===== config.mk =====
export PLATFORM = sky130hd
export DESIGN_NAME = srs_regport
export DESIGN_NICKNAME = d
export VERILOG_FILES = /design/src/logic/srs_pkg.sv /design/src/logic/srs_byte_if.sv /design/src/logic/srs_shifter.sv /design/src/logic/srs_regport.sv
export SDC_FILE = /design/constraint.sdc
export NUM_CORES = 2
export LEC_CHECK = 0
export BUFFER_PORTS_ARGS = -buffer_cell sky130_fd_sc_hd__buf_2
export CORE_UTILIZATION = 60
export CTS_CLUSTER_DIAMETER = 100
export DETAILED_ROUTE_END_ITERATION = 8
export HOLD_SLACK_MARGIN = 0.02
export PLACE_DENSITY_LB_ADDON = 0.08
export SYNTH_ARGS = -nofsm -noshare
export SYNTH_HDL_FRONTEND = slang
export SYNTH_SLANG_ARGS = --single-unit

===== constraint.sdc =====
create_clock -name ref_clk -period 7.35 [get_ports ref_clk]
set_input_delay 0.3675 -clock ref_clk [delete_from_list [all_inputs] [get_ports ref_clk]]
set_output_delay 0.3675 -clock ref_clk [all_outputs]
set_load 0.02 [all_outputs]

===== src/logic/srs_pkg.sv =====
// Shared constants and types of the serial register streaming port.
package srs_pkg;

  // ------------------------------------------------------------------------
  // Address space
  // ------------------------------------------------------------------------
  localparam int ADDR_W    = 7;
  localparam int PAGE_W    = 3;
  localparam int LRA_W     = 4;
  localparam int REG_COUNT = 128;

  localparam logic [6:0] ADDR_STREAM_CTRL = 7'h03;
  localparam logic [6:0] ADDR_RES_HIGH    = 7'h1A;
  localparam logic [6:0] ADDR_RES_MID     = 7'h1B;
  localparam logic [6:0] ADDR_RES_LOW     = 7'h1C;

  // ------------------------------------------------------------------------
  // Stream control fields and reset value
  // ------------------------------------------------------------------------
  localparam int         STREAM_KIND_BIT = 7;
  localparam int         SPAN_LSB        = 0;
  localparam int         SPAN_W          = 3;
  localparam logic [7:0] STREAM_CTRL_RST = 8'h00;

  // ------------------------------------------------------------------------
  // Instruction bytes
  // ------------------------------------------------------------------------
  localparam logic [7:0] INST_PAGE_WR  = 8'h10;
  localparam logic [7:0] INST_PAGE_RD  = 8'h90;
  localparam int         INST_RW_BIT   = 7;
  localparam int         INST_SIZE_LSB = 5;
  localparam int         INST_SEL_BIT  = 4;
  localparam logic [1:0] SIZE_STREAM   = 2'h3;

  // ------------------------------------------------------------------------
  // Conversion result
  // ------------------------------------------------------------------------
  localparam int          RES_W   = 24;
  localparam logic [23:0] SAT_POS = 24'h7F_FFFF;
  localparam logic [23:0] SAT_NEG = 24'h80_0000;

  typedef enum logic [3:0] {
    ST_INST = 4'h1,
    ST_PAGE = 4'h2,
    ST_DATA = 4'h4,
    ST_SKIP = 4'h8
  } srs_state_t;

endpackage


===== src/logic/srs_byte_if.sv =====
// Byte-level link between the serial shifter and the register engine.
`timescale 1ns/1ps
`default_nettype none
interface srs_byte_if;
  logic       active;
  logic       rx_valid;
  logic [7:0] rx_byte;
  logic [7:0] tx_byte;
  logic       tx_bit;

  modport shifter (output active, output rx_valid, output rx_byte,
                   output tx_bit, input tx_byte);
  modport ctrl    (input active, input rx_valid, input rx_byte,
                   input tx_bit, output tx_byte);
endinterface
`default_nettype wire


===== src/logic/srs_shifter.sv =====
// Serial shifter: pin synchronisers, clock edge detection, byte framing.
`timescale 1ns/1ps
`default_nettype none
module srs_shifter (
  input  wire logic   ref_clk,
  input  wire logic   reset,
  input  wire logic   sclk,
  input  wire logic   select_n,
  input  wire logic   sdi,
  srs_byte_if.shifter bus
);

  typedef struct packed {
    logic [1:0] sclk_s;
    logic [1:0] sel_s;
    logic [1:0] sdi_s;
    logic       sclk_p;
    logic       act;
    logic [2:0] bitcnt;
    logic [7:0] rx;
    logic [7:0] tx;
    logic       rxv;
  } srs_shift_t;

  srs_shift_t q;
  srs_shift_t d;

  // ------------------------------------------------------------------------
  // Framing and shifting
  // ------------------------------------------------------------------------
  always_comb begin
    d        = q;
    d.sclk_s = {q.sclk_s[0], sclk};
    d.sel_s  = {q.sel_s[0], select_n};
    d.sdi_s  = {q.sdi_s[0], sdi};
    d.sclk_p = q.sclk_s[1];
    d.act    = ~q.sel_s[1];
    d.rxv    = 1'b0;
    if (!q.act) begin
      // Byte alignment restarts each time select falls.
      d.bitcnt = 3'h0;
      d.tx     = bus.tx_byte;
    end else if (q.sclk_s[1] && !q.sclk_p) begin
      d.rx     = {q.rx[6:0], q.sdi_s[1]};
      d.bitcnt = 3'(q.bitcnt + 3'h1);
      d.rxv    = (q.bitcnt == 3'h7);
    end else if (!q.sclk_s[1] && q.sclk_p) begin
      // Most significant bit first; a new byte loads at its boundary.
      d.tx = (q.bitcnt == 3'h0) ? bus.tx_byte : {q.tx[6:0], 1'b0};
    end
  end

  always_ff @(posedge ref_clk) begin
    if (reset) begin
      q <= '0;
      q.sclk_s <= 2'h0;
      q.sel_s  <= 2'h3;
    end else begin
      q <= d;
    end
  end

  assign bus.active   = q.act;
  assign bus.rx_valid = q.rxv;
  assign bus.rx_byte  = q.rx;
  assign bus.tx_bit   = q.tx[7];

endmodule // srs_shifter
`default_nettype wire


===== src/logic/srs_regport.sv =====
// Register engine of the serial register port with streaming access.
// Function
// - Conversion result is held as a 24-bit two's complement value.
// - Out-of-range results clamp to the largest positive or negative code.
// - Page setup instruction is 0x10 for write and 0x90 for read.
// - Multi-byte access walks incrementing addresses; a fixed size ends after size code + 1 bytes.
// - Normal streaming is selected after reset.
// - Size code 0x3 keeps transferring bytes until select is released.
// - Stream kind bit high in register 0x03 selects controlled streaming.
// - Stream span holds the window register count minus one.
// - Controlled streaming wraps from the window end back to its start.
// - Controlled streaming lasts until select is released.
// - Result bytes sit at 0x1A high, 0x1B middle, 0x1C low.
`timescale 1ns/1ps
`default_nettype none
module srs_regport #(
  parameter int RAW_W = 28
) (
  input  wire logic             ref_clk,
  input  wire logic             reset,
  input  wire logic             sclk,
  input  wire logic             select_n,
  input  wire logic             sdi,
  input  wire logic [RAW_W-1:0] conv_code,
  input  wire logic             conv_strobe,
  output var  logic             sdo,
  output var  logic             sdo_oe
);

  typedef struct packed {
    srs_pkg::srs_state_t                       st;
    logic                                      rd;
    logic                                      strm;
    logic [1:0]                                left;
    logic [srs_pkg::SPAN_W-1:0]                pos;
    logic [srs_pkg::ADDR_W-1:0]                start;
    logic [srs_pkg::ADDR_W-1:0]                addr;
    logic [srs_pkg::PAGE_W-1:0]                page;
    logic [srs_pkg::RES_W-1:0]                 result;
    logic [srs_pkg::REG_COUNT-1:0][7:0]        mem;
    logic                                      sdo;
    logic                                      sdo_oe;
  } srs_main_t;

  localparam srs_main_t MAIN_RST = '{st: srs_pkg::ST_INST, default: '0};

  srs_main_t  q;
  srs_main_t  d;
  srs_byte_if bus ();

  srs_shifter u_shifter (
    .ref_clk  (ref_clk),
    .reset    (reset),
    .sclk     (sclk),
    .select_n (select_n),
    .sdi      (sdi),
    .bus      (bus)
  );

  // ------------------------------------------------------------------------
  // Helpers
  // ------------------------------------------------------------------------
  function automatic logic is_result(input logic [6:0] a);
    is_result = (a == srs_pkg::ADDR_RES_HIGH) ||
                (a == srs_pkg::ADDR_RES_MID) ||
                (a == srs_pkg::ADDR_RES_LOW);
  endfunction

  function automatic logic [7:0] rd_byte(input srs_main_t s,
                                         input logic [6:0] a);
    if (a == srs_pkg::ADDR_RES_HIGH) begin
      rd_byte = s.result[23:16];
    end else if (a == srs_pkg::ADDR_RES_MID) begin
      rd_byte = s.result[15:8];
    end else if (a == srs_pkg::ADDR_RES_LOW) begin
      rd_byte = s.result[7:0];
    end else begin
      rd_byte = s.mem[a];
    end
  endfunction

  function automatic logic [23:0] saturate(input logic [RAW_W-1:0] x);
    if ((&x[RAW_W-1:23]) || !(|x[RAW_W-1:23])) begin
      saturate = x[23:0];
    end else begin
      saturate = x[RAW_W-1] ? srs_pkg::SAT_NEG : srs_pkg::SAT_POS;
    end
  endfunction

  // ------------------------------------------------------------------------
  // Transaction engine
  // ------------------------------------------------------------------------
  logic       kind_ctl;
  logic [2:0] span;

  assign kind_ctl = q.mem[srs_pkg::ADDR_STREAM_CTRL][srs_pkg::STREAM_KIND_BIT];
  assign span     = q.mem[srs_pkg::ADDR_STREAM_CTRL][srs_pkg::SPAN_LSB +:
                                                     srs_pkg::SPAN_W];

  always_comb begin
    d        = q;
    d.sdo    = bus.tx_bit;
    d.sdo_oe = bus.active && q.rd &&
               (q.st == srs_pkg::ST_DATA || q.st == srs_pkg::ST_PAGE);
    if (conv_strobe) begin
      d.result = saturate(conv_code);
    end
    if (!bus.active) begin
      d.st = srs_pkg::ST_INST;
      d.rd = 1'b0;
    end else if (bus.rx_valid) begin
      case (q.st)
        srs_pkg::ST_INST: begin
          if (bus.rx_byte == srs_pkg::INST_PAGE_WR) begin
            d.st = srs_pkg::ST_PAGE;
            d.rd = 1'b0;
          end else if (bus.rx_byte == srs_pkg::INST_PAGE_RD) begin
            d.st = srs_pkg::ST_PAGE;
            d.rd = 1'b1;
          end else if (bus.rx_byte[srs_pkg::INST_SEL_BIT]) begin
            d.st = srs_pkg::ST_SKIP;
          end else begin
            // Data access reuses the stored page without a setup.
            d.st    = srs_pkg::ST_DATA;
            d.rd    = bus.rx_byte[srs_pkg::INST_RW_BIT];
            d.left  = bus.rx_byte[srs_pkg::INST_SIZE_LSB +: 2];
            d.strm  = (bus.rx_byte[srs_pkg::INST_SIZE_LSB +: 2] ==
                       srs_pkg::SIZE_STREAM);
            d.addr  = {q.page, bus.rx_byte[srs_pkg::LRA_W-1:0]};
            d.start = {q.page, bus.rx_byte[srs_pkg::LRA_W-1:0]};
            d.pos   = '0;
          end
        end
        srs_pkg::ST_PAGE: begin
          if (!q.rd) begin
            d.page = bus.rx_byte[srs_pkg::PAGE_W-1:0];
          end
          d.st = srs_pkg::ST_SKIP;
        end
        srs_pkg::ST_DATA: begin
          if (!q.rd && !is_result(q.addr)) begin
            d.mem[q.addr] = bus.rx_byte;
          end
          if (q.strm && kind_ctl && q.pos == span) begin
            d.addr = q.start;
            d.pos  = '0;
          end else begin
            d.addr = 7'(q.addr + 7'h01);
            d.pos  = 3'(q.pos + 3'h1);
          end
          if (!q.strm) begin
            if (q.left == 2'h0) begin
              d.st = srs_pkg::ST_SKIP;
            end else begin
              d.left = 2'(q.left - 2'h1);
            end
          end
        end
        default: begin
          d.st = srs_pkg::ST_SKIP;
        end
      endcase
    end
  end

  always_comb begin
    if (q.st == srs_pkg::ST_DATA && q.rd) begin
      bus.tx_byte = rd_byte(q, q.addr);
    end else if (q.st == srs_pkg::ST_PAGE && q.rd) begin
      bus.tx_byte = {5'h00, q.page};
    end else begin
      bus.tx_byte = 8'h00;
    end
  end

  always_ff @(posedge ref_clk) begin
    if (reset) begin
      q <= MAIN_RST;
      q.mem[srs_pkg::ADDR_STREAM_CTRL] <= srs_pkg::STREAM_CTRL_RST;
    end else begin
      q <= d;
    end
  end

  assign sdo    = q.sdo;
  assign sdo_oe = q.sdo_oe;

endmodule // srs_regport
`default_nettype wire


# == Word level (Yosys, flattened, before mapping) ==
# Cells that the tools add are included.
# op_classes
n_addsub,4
multipliers,0
div_mod_pow,0
n_lt_le_gt_ge,2
n_eq_ne,20
n_shift,0
n_mux,31
n_bitwise,7
reduce_logical,35
# op_table
operator,n
bitwise mux 1024 bit,1
2-to-1 mux 8 bit,10
binary-select mux 8 bit (select 7 bit),1
demux 8 bit (select 7 bit),1
2-to-1 mux 24 bit,2
2-to-1 mux 19 bit,2
"equality test 7 x 5 -> 1 bit, second input constant",3
2-to-1 mux 21 bit,1
"!= test 2 bit, second input constant",7
one-hot mux 7 bit (2 select lines),1
2-to-1 mux 4 bit,3
AND reduction 6 bit,2
logical AND 1 bit,10
2-to-1 mux 5 bit,2
one-hot mux 5 bit (2 select lines),1
"equality test 8 x 5 -> 1 bit, second input constant",1
"equality test 8 bit, second input constant",1
"< comparator 7 x 8 -> 1 bit, second input constant",1
one-hot mux 4 bit (2 select lines),1
AND reduction 4 bit,2
AND reduction 8 bit,1
"adder 7 x 1 -> 7 bit, second input constant",1
"greater-or-equal comparator 7 x 1 -> 1 bit, second input constant",1
2-to-1 mux 7 bit,1
other kinds (24),42
# word_totals
register_bits,1106
latchBits,0
ramBits,0
rom_bits,0
output_inout_bits,2
word_cells,247
mem_count,0

# == Longest topological paths before layout ==
# depth
word_depth,10
mapped_depth,14
depth_no_buf,9

# == By module ==
# Synthesis repeated with hierarchy kept, for this count alone.
# unflattened
hier_cells,6380
area_unflattened_um2,48900.6
# modules_own_cells
mod,instances,cells_each,area_per_inst_um2,seq_area_each_um2
srs_regport,1,6248,47727.0,21580.7
srs_shifter,1,132,1173.6,560.5

# == Least setup slack after synthesis ==
# No wires, ideal clock.
# synth_path
kind,reg2reg
start,register q[1053] in the netlist's numbering
end,register q[578] in the netlist's numbering
arrival_ps,3340
required_ps,7222
path_slack_ps,3883
stages_incl_launch_ff,14
n_path_buf,4
period_less_slack_ps,3467
path_cell_list,dfxtp_1 -> buf_2 -> inv_1 -> clkbuf_1 -> clkbuf_1 -> clkbuf_1 -> ha_1 -> inv_1 -> nor3_2 -> nor4_4 -> nand2_8 -> nor2_8 -> mux2i_1 -> nor2_1
# synth_between
elab_chain_len,6
elab_cells_between_ends,14
classes_between,2 x order compare; 3 x eq/ne; 3 x mux; 6 x reduce/logical
# synth_rtl
item,line_no,rtl
"start, declared",srs_regport.sv:47,srs_main_t q;
branches (longest 6 deep; another with < comparator 7 x 8 -> 1 bit),-,
# Several ways; the timed one is not identified.
# A chain may end at the register's enable or synchronous reset.

# == Worst setup path after layout ==
# layout_path
start,register q[1053] in the netlist's numbering
end,register q[220] in the netlist's numbering
# Same word-level chain as after synthesis.

==> results.ini <==
[placed_design]
port_buffers=35
pre_cts_ws_ps=2880
gp_congestion=0.918
place_hpwl_um=97600

[sta]
fmax_ghz=0.214
worst_hold_slack_ps=35.0
setup_viol=0
min_period_ps=4680
period_share=0.636
fin_skew_ps=29.7
tightest_slew_ps=1300
setup_slack_ps=2670
finalMaxSlewViolations=0
hold_viol=0
finalSetupTns_ps=0
max_slew_margin=0.132
rsz0062_at_grt=no

[logic_synthesis]
synthArstFlopShare=0
synthTopCellsByCount=nor2_1 (1159), mux2i_1 (1145), dfxtp_1 (1106)
synth_compound_area_frac=0.0922
synth_most_common_cell=nor2_1
synth-edff-count=0
yosysWarnings=0
ys_seq_elements=1106
netlist_area_mm2=0.0506
ys_top_cells_by_area=dfxtp_1 (44%), mux2i_1 (23%), nor2_1 (8.6%)
synthXorXnorAreaFrac=0.00173
synth_cells=5091
synth.avg_cell_area_um2=9.95
synth_fa_ha_area_frac=0.00198
yosysTopAreaCellShare=0.437
ys_seq_area_frac=0.437
yosys_most_used_dff=dfxtp_1
synth_nets=5133
synth_top_family_by_area=multiplexers
synthDistinctLibCells=84
synth.mux.area_fraction=0.269
synth_area_leader_cell=dfxtp_1
synth-simple-area-share=0.163

[route]
drt-total-wl_um=164000
drt-initial-drc-count=4955
avgRoutedWirePerCell_um=26.8
drt-vias-per-instance=6.44
dr.pass1.iters=6
vias=39300
antenna_left=0
route.detailed.drc=0

[global_route]
grt_pass1_vias=36500
gr-usage-all-layers=0.372
grt_max_degree=235
grt.overflow.total=0
antenna_found_initial=3
grt_pass1_wl_um=242000

[cells_and_area]
antenna_cells=0
final.fill_count=6675
area_growth_pct=10.2
nNetsFinal=4975
regArea_mm2=0.0222
multiInputGateArea_mm2=0.0268
drive_gt1_frac=0.133
final_core_util=0.668

[pwr]
power.density_mw_per_mm2=224
leakagePower_nw=20.0
irDropWorstVdd_uv=177

[critical_path]
crit_fanout=43
cpPeakStageDelay_ps=840
crit_slowest_cell=nor4_2
arrival_ps=5210
worstSetupEndpointType=register
worst-setup-path-type=reg -> reg
crit_required_ps=7880
worstSetupStartpointType=register
path_delay_family=simple AND/OR/NAND/NOR gates
path_cells=clkinv_2 -> ha_1 -> inv_1 -> nor3_2 -> nor4_2 -> nand2_1 -> nor2_2 -> mux2i_1 -> nor2_1
cp_num_buf_inv=2

[floorplanning]
io_pins=36
dieArea_mm2=0.0856
core_mm2=0.0836
num_rows=106
die_y_um=293
start_util=0.606
chipWidth_um=293

[flow_run]
max-cap-violations=0

[cts]
cts_root_buffer=clkbuf_16
cts_buffers=115
clkTransAtPathRegs_ps=60
clk_path_buf_depth=3
cts_resized=0
clk_latency_ps=710
cts_sinks=1106
cts_tree=yes
htreeDepth=3

[run_status]
status=complete, no violations

[min_path]
min_path_type=in -> reg

[cell type report]
cell class / instances / share of cell area
multi-input combinational: 3538 / 0.481
sequential: 1106 / 0.397
clock buffer: 166 / 0.0621
tap: 1080 / 0.0242
timing repair buffer: 150 / 0.0219
clock inverter: 48 / 0.0120
inverter: 22 / 0.00150
[worst register-to-register path: cells and delay by family (launching register included)]
family,cells,cell delay [ps]
buf+inv,2,810
fa+ha+maj,1,430
flops,1,780
mux,1,320
simple gates,5,2160
[power by group]
part           internal (W)  total [W]  switching [W]
Clock               0.00382    0.00633        0.00251
Sequential          0.00600    0.00601      0.0000107
Combinational     0.0000309   0.000151       0.000120
Total               0.00986     0.0125        0.00264
[flip-flops by register name, summed over array words and instances (netlist names)]
register and flops:
q 1075, u_shifter.bus.tx_bit 1, sdo_oe 1, u_shifter.bus.rx_byte 8, kind_ctl 1, u_shifter.d 4, u_shifter.bus.active 1, u_shifter.bus.rx_valid 1
u_shifter.q 13, sdo 1
[kinds of logic after synthesis]
family          count (synthesis)
xor+xnor                       10
fa+ha+maj                       8
buf+inv                       447
simple gates                 1584
flops                        1106
mux                          1293
compound gates                643
[metal layers]
metal / vias up / track usage / share of wire
met5: - / 0 / 0.00017
met4: 4 / 0.155 / 0.046
met3: 433 / 0.0822 / 0.092
met2: 1896 / 0.565 / 0.44
met1: 19300 / 0.511 / 0.42
li1: 17700 / - / -
[per-stage QoR]
step / cells / power (W) / instance area (um^2)
CTS: 6109 / 0.0125 / 55800
global route: 6110 / 0.0128 / 55800
floorplan: 5091 / 0.00624 / 50600
detailed placement: 5870 / 0.00628 / 51400
global placement: 5870 / 0.00628 / 51400
finish: 6110 / 0.0125 / 55800
[layout by cell type (no fill, tap or decap), types with 31 or more instances in the layout]
cell / count
a211oi_1: 31
a21oi_1: 122
a221o_1: 38
a221oi_1: 114
a22oi_1: 63
buf_2: 34
buf_4: 80
clkbuf_16: 120
dfxtp_1: 1093
mux2_2: 105
mux2i_1: 1145
mux4_2: 43
nand2_1: 121
nor2_1: 1157
nor2_2: 35
nor2_8: 96
nor3_1: 37
o21ai_0: 98
[worst paths after layout]
kind	from	end	cells past startpoint	slack [ps]
worst max register to register	q[1053]$_SDFFE_PP0P_	q[220]$_SDFFE_PP0P_	9	2670
worst min-delay path	conv_code[19]	q[1045]$_SDFFE_PP0P_	3	40
worst min register to register	u_shifter.q[25]$_SDFF_PP1_	u_shifter.bus.active$_SDFF_PP0_	1	400
worst max-delay path	q[1053]$_SDFFE_PP0P_	q[220]$_SDFFE_PP0P_	9	2670
[what timing repair did]
item | in CTS | in global routing
hold buffers | 25 | 0
buffers inserted | 0 | 0
endpoints found under the hold margin | 25 | 0
No activity file was read; power rests on OpenSTA's default activity.
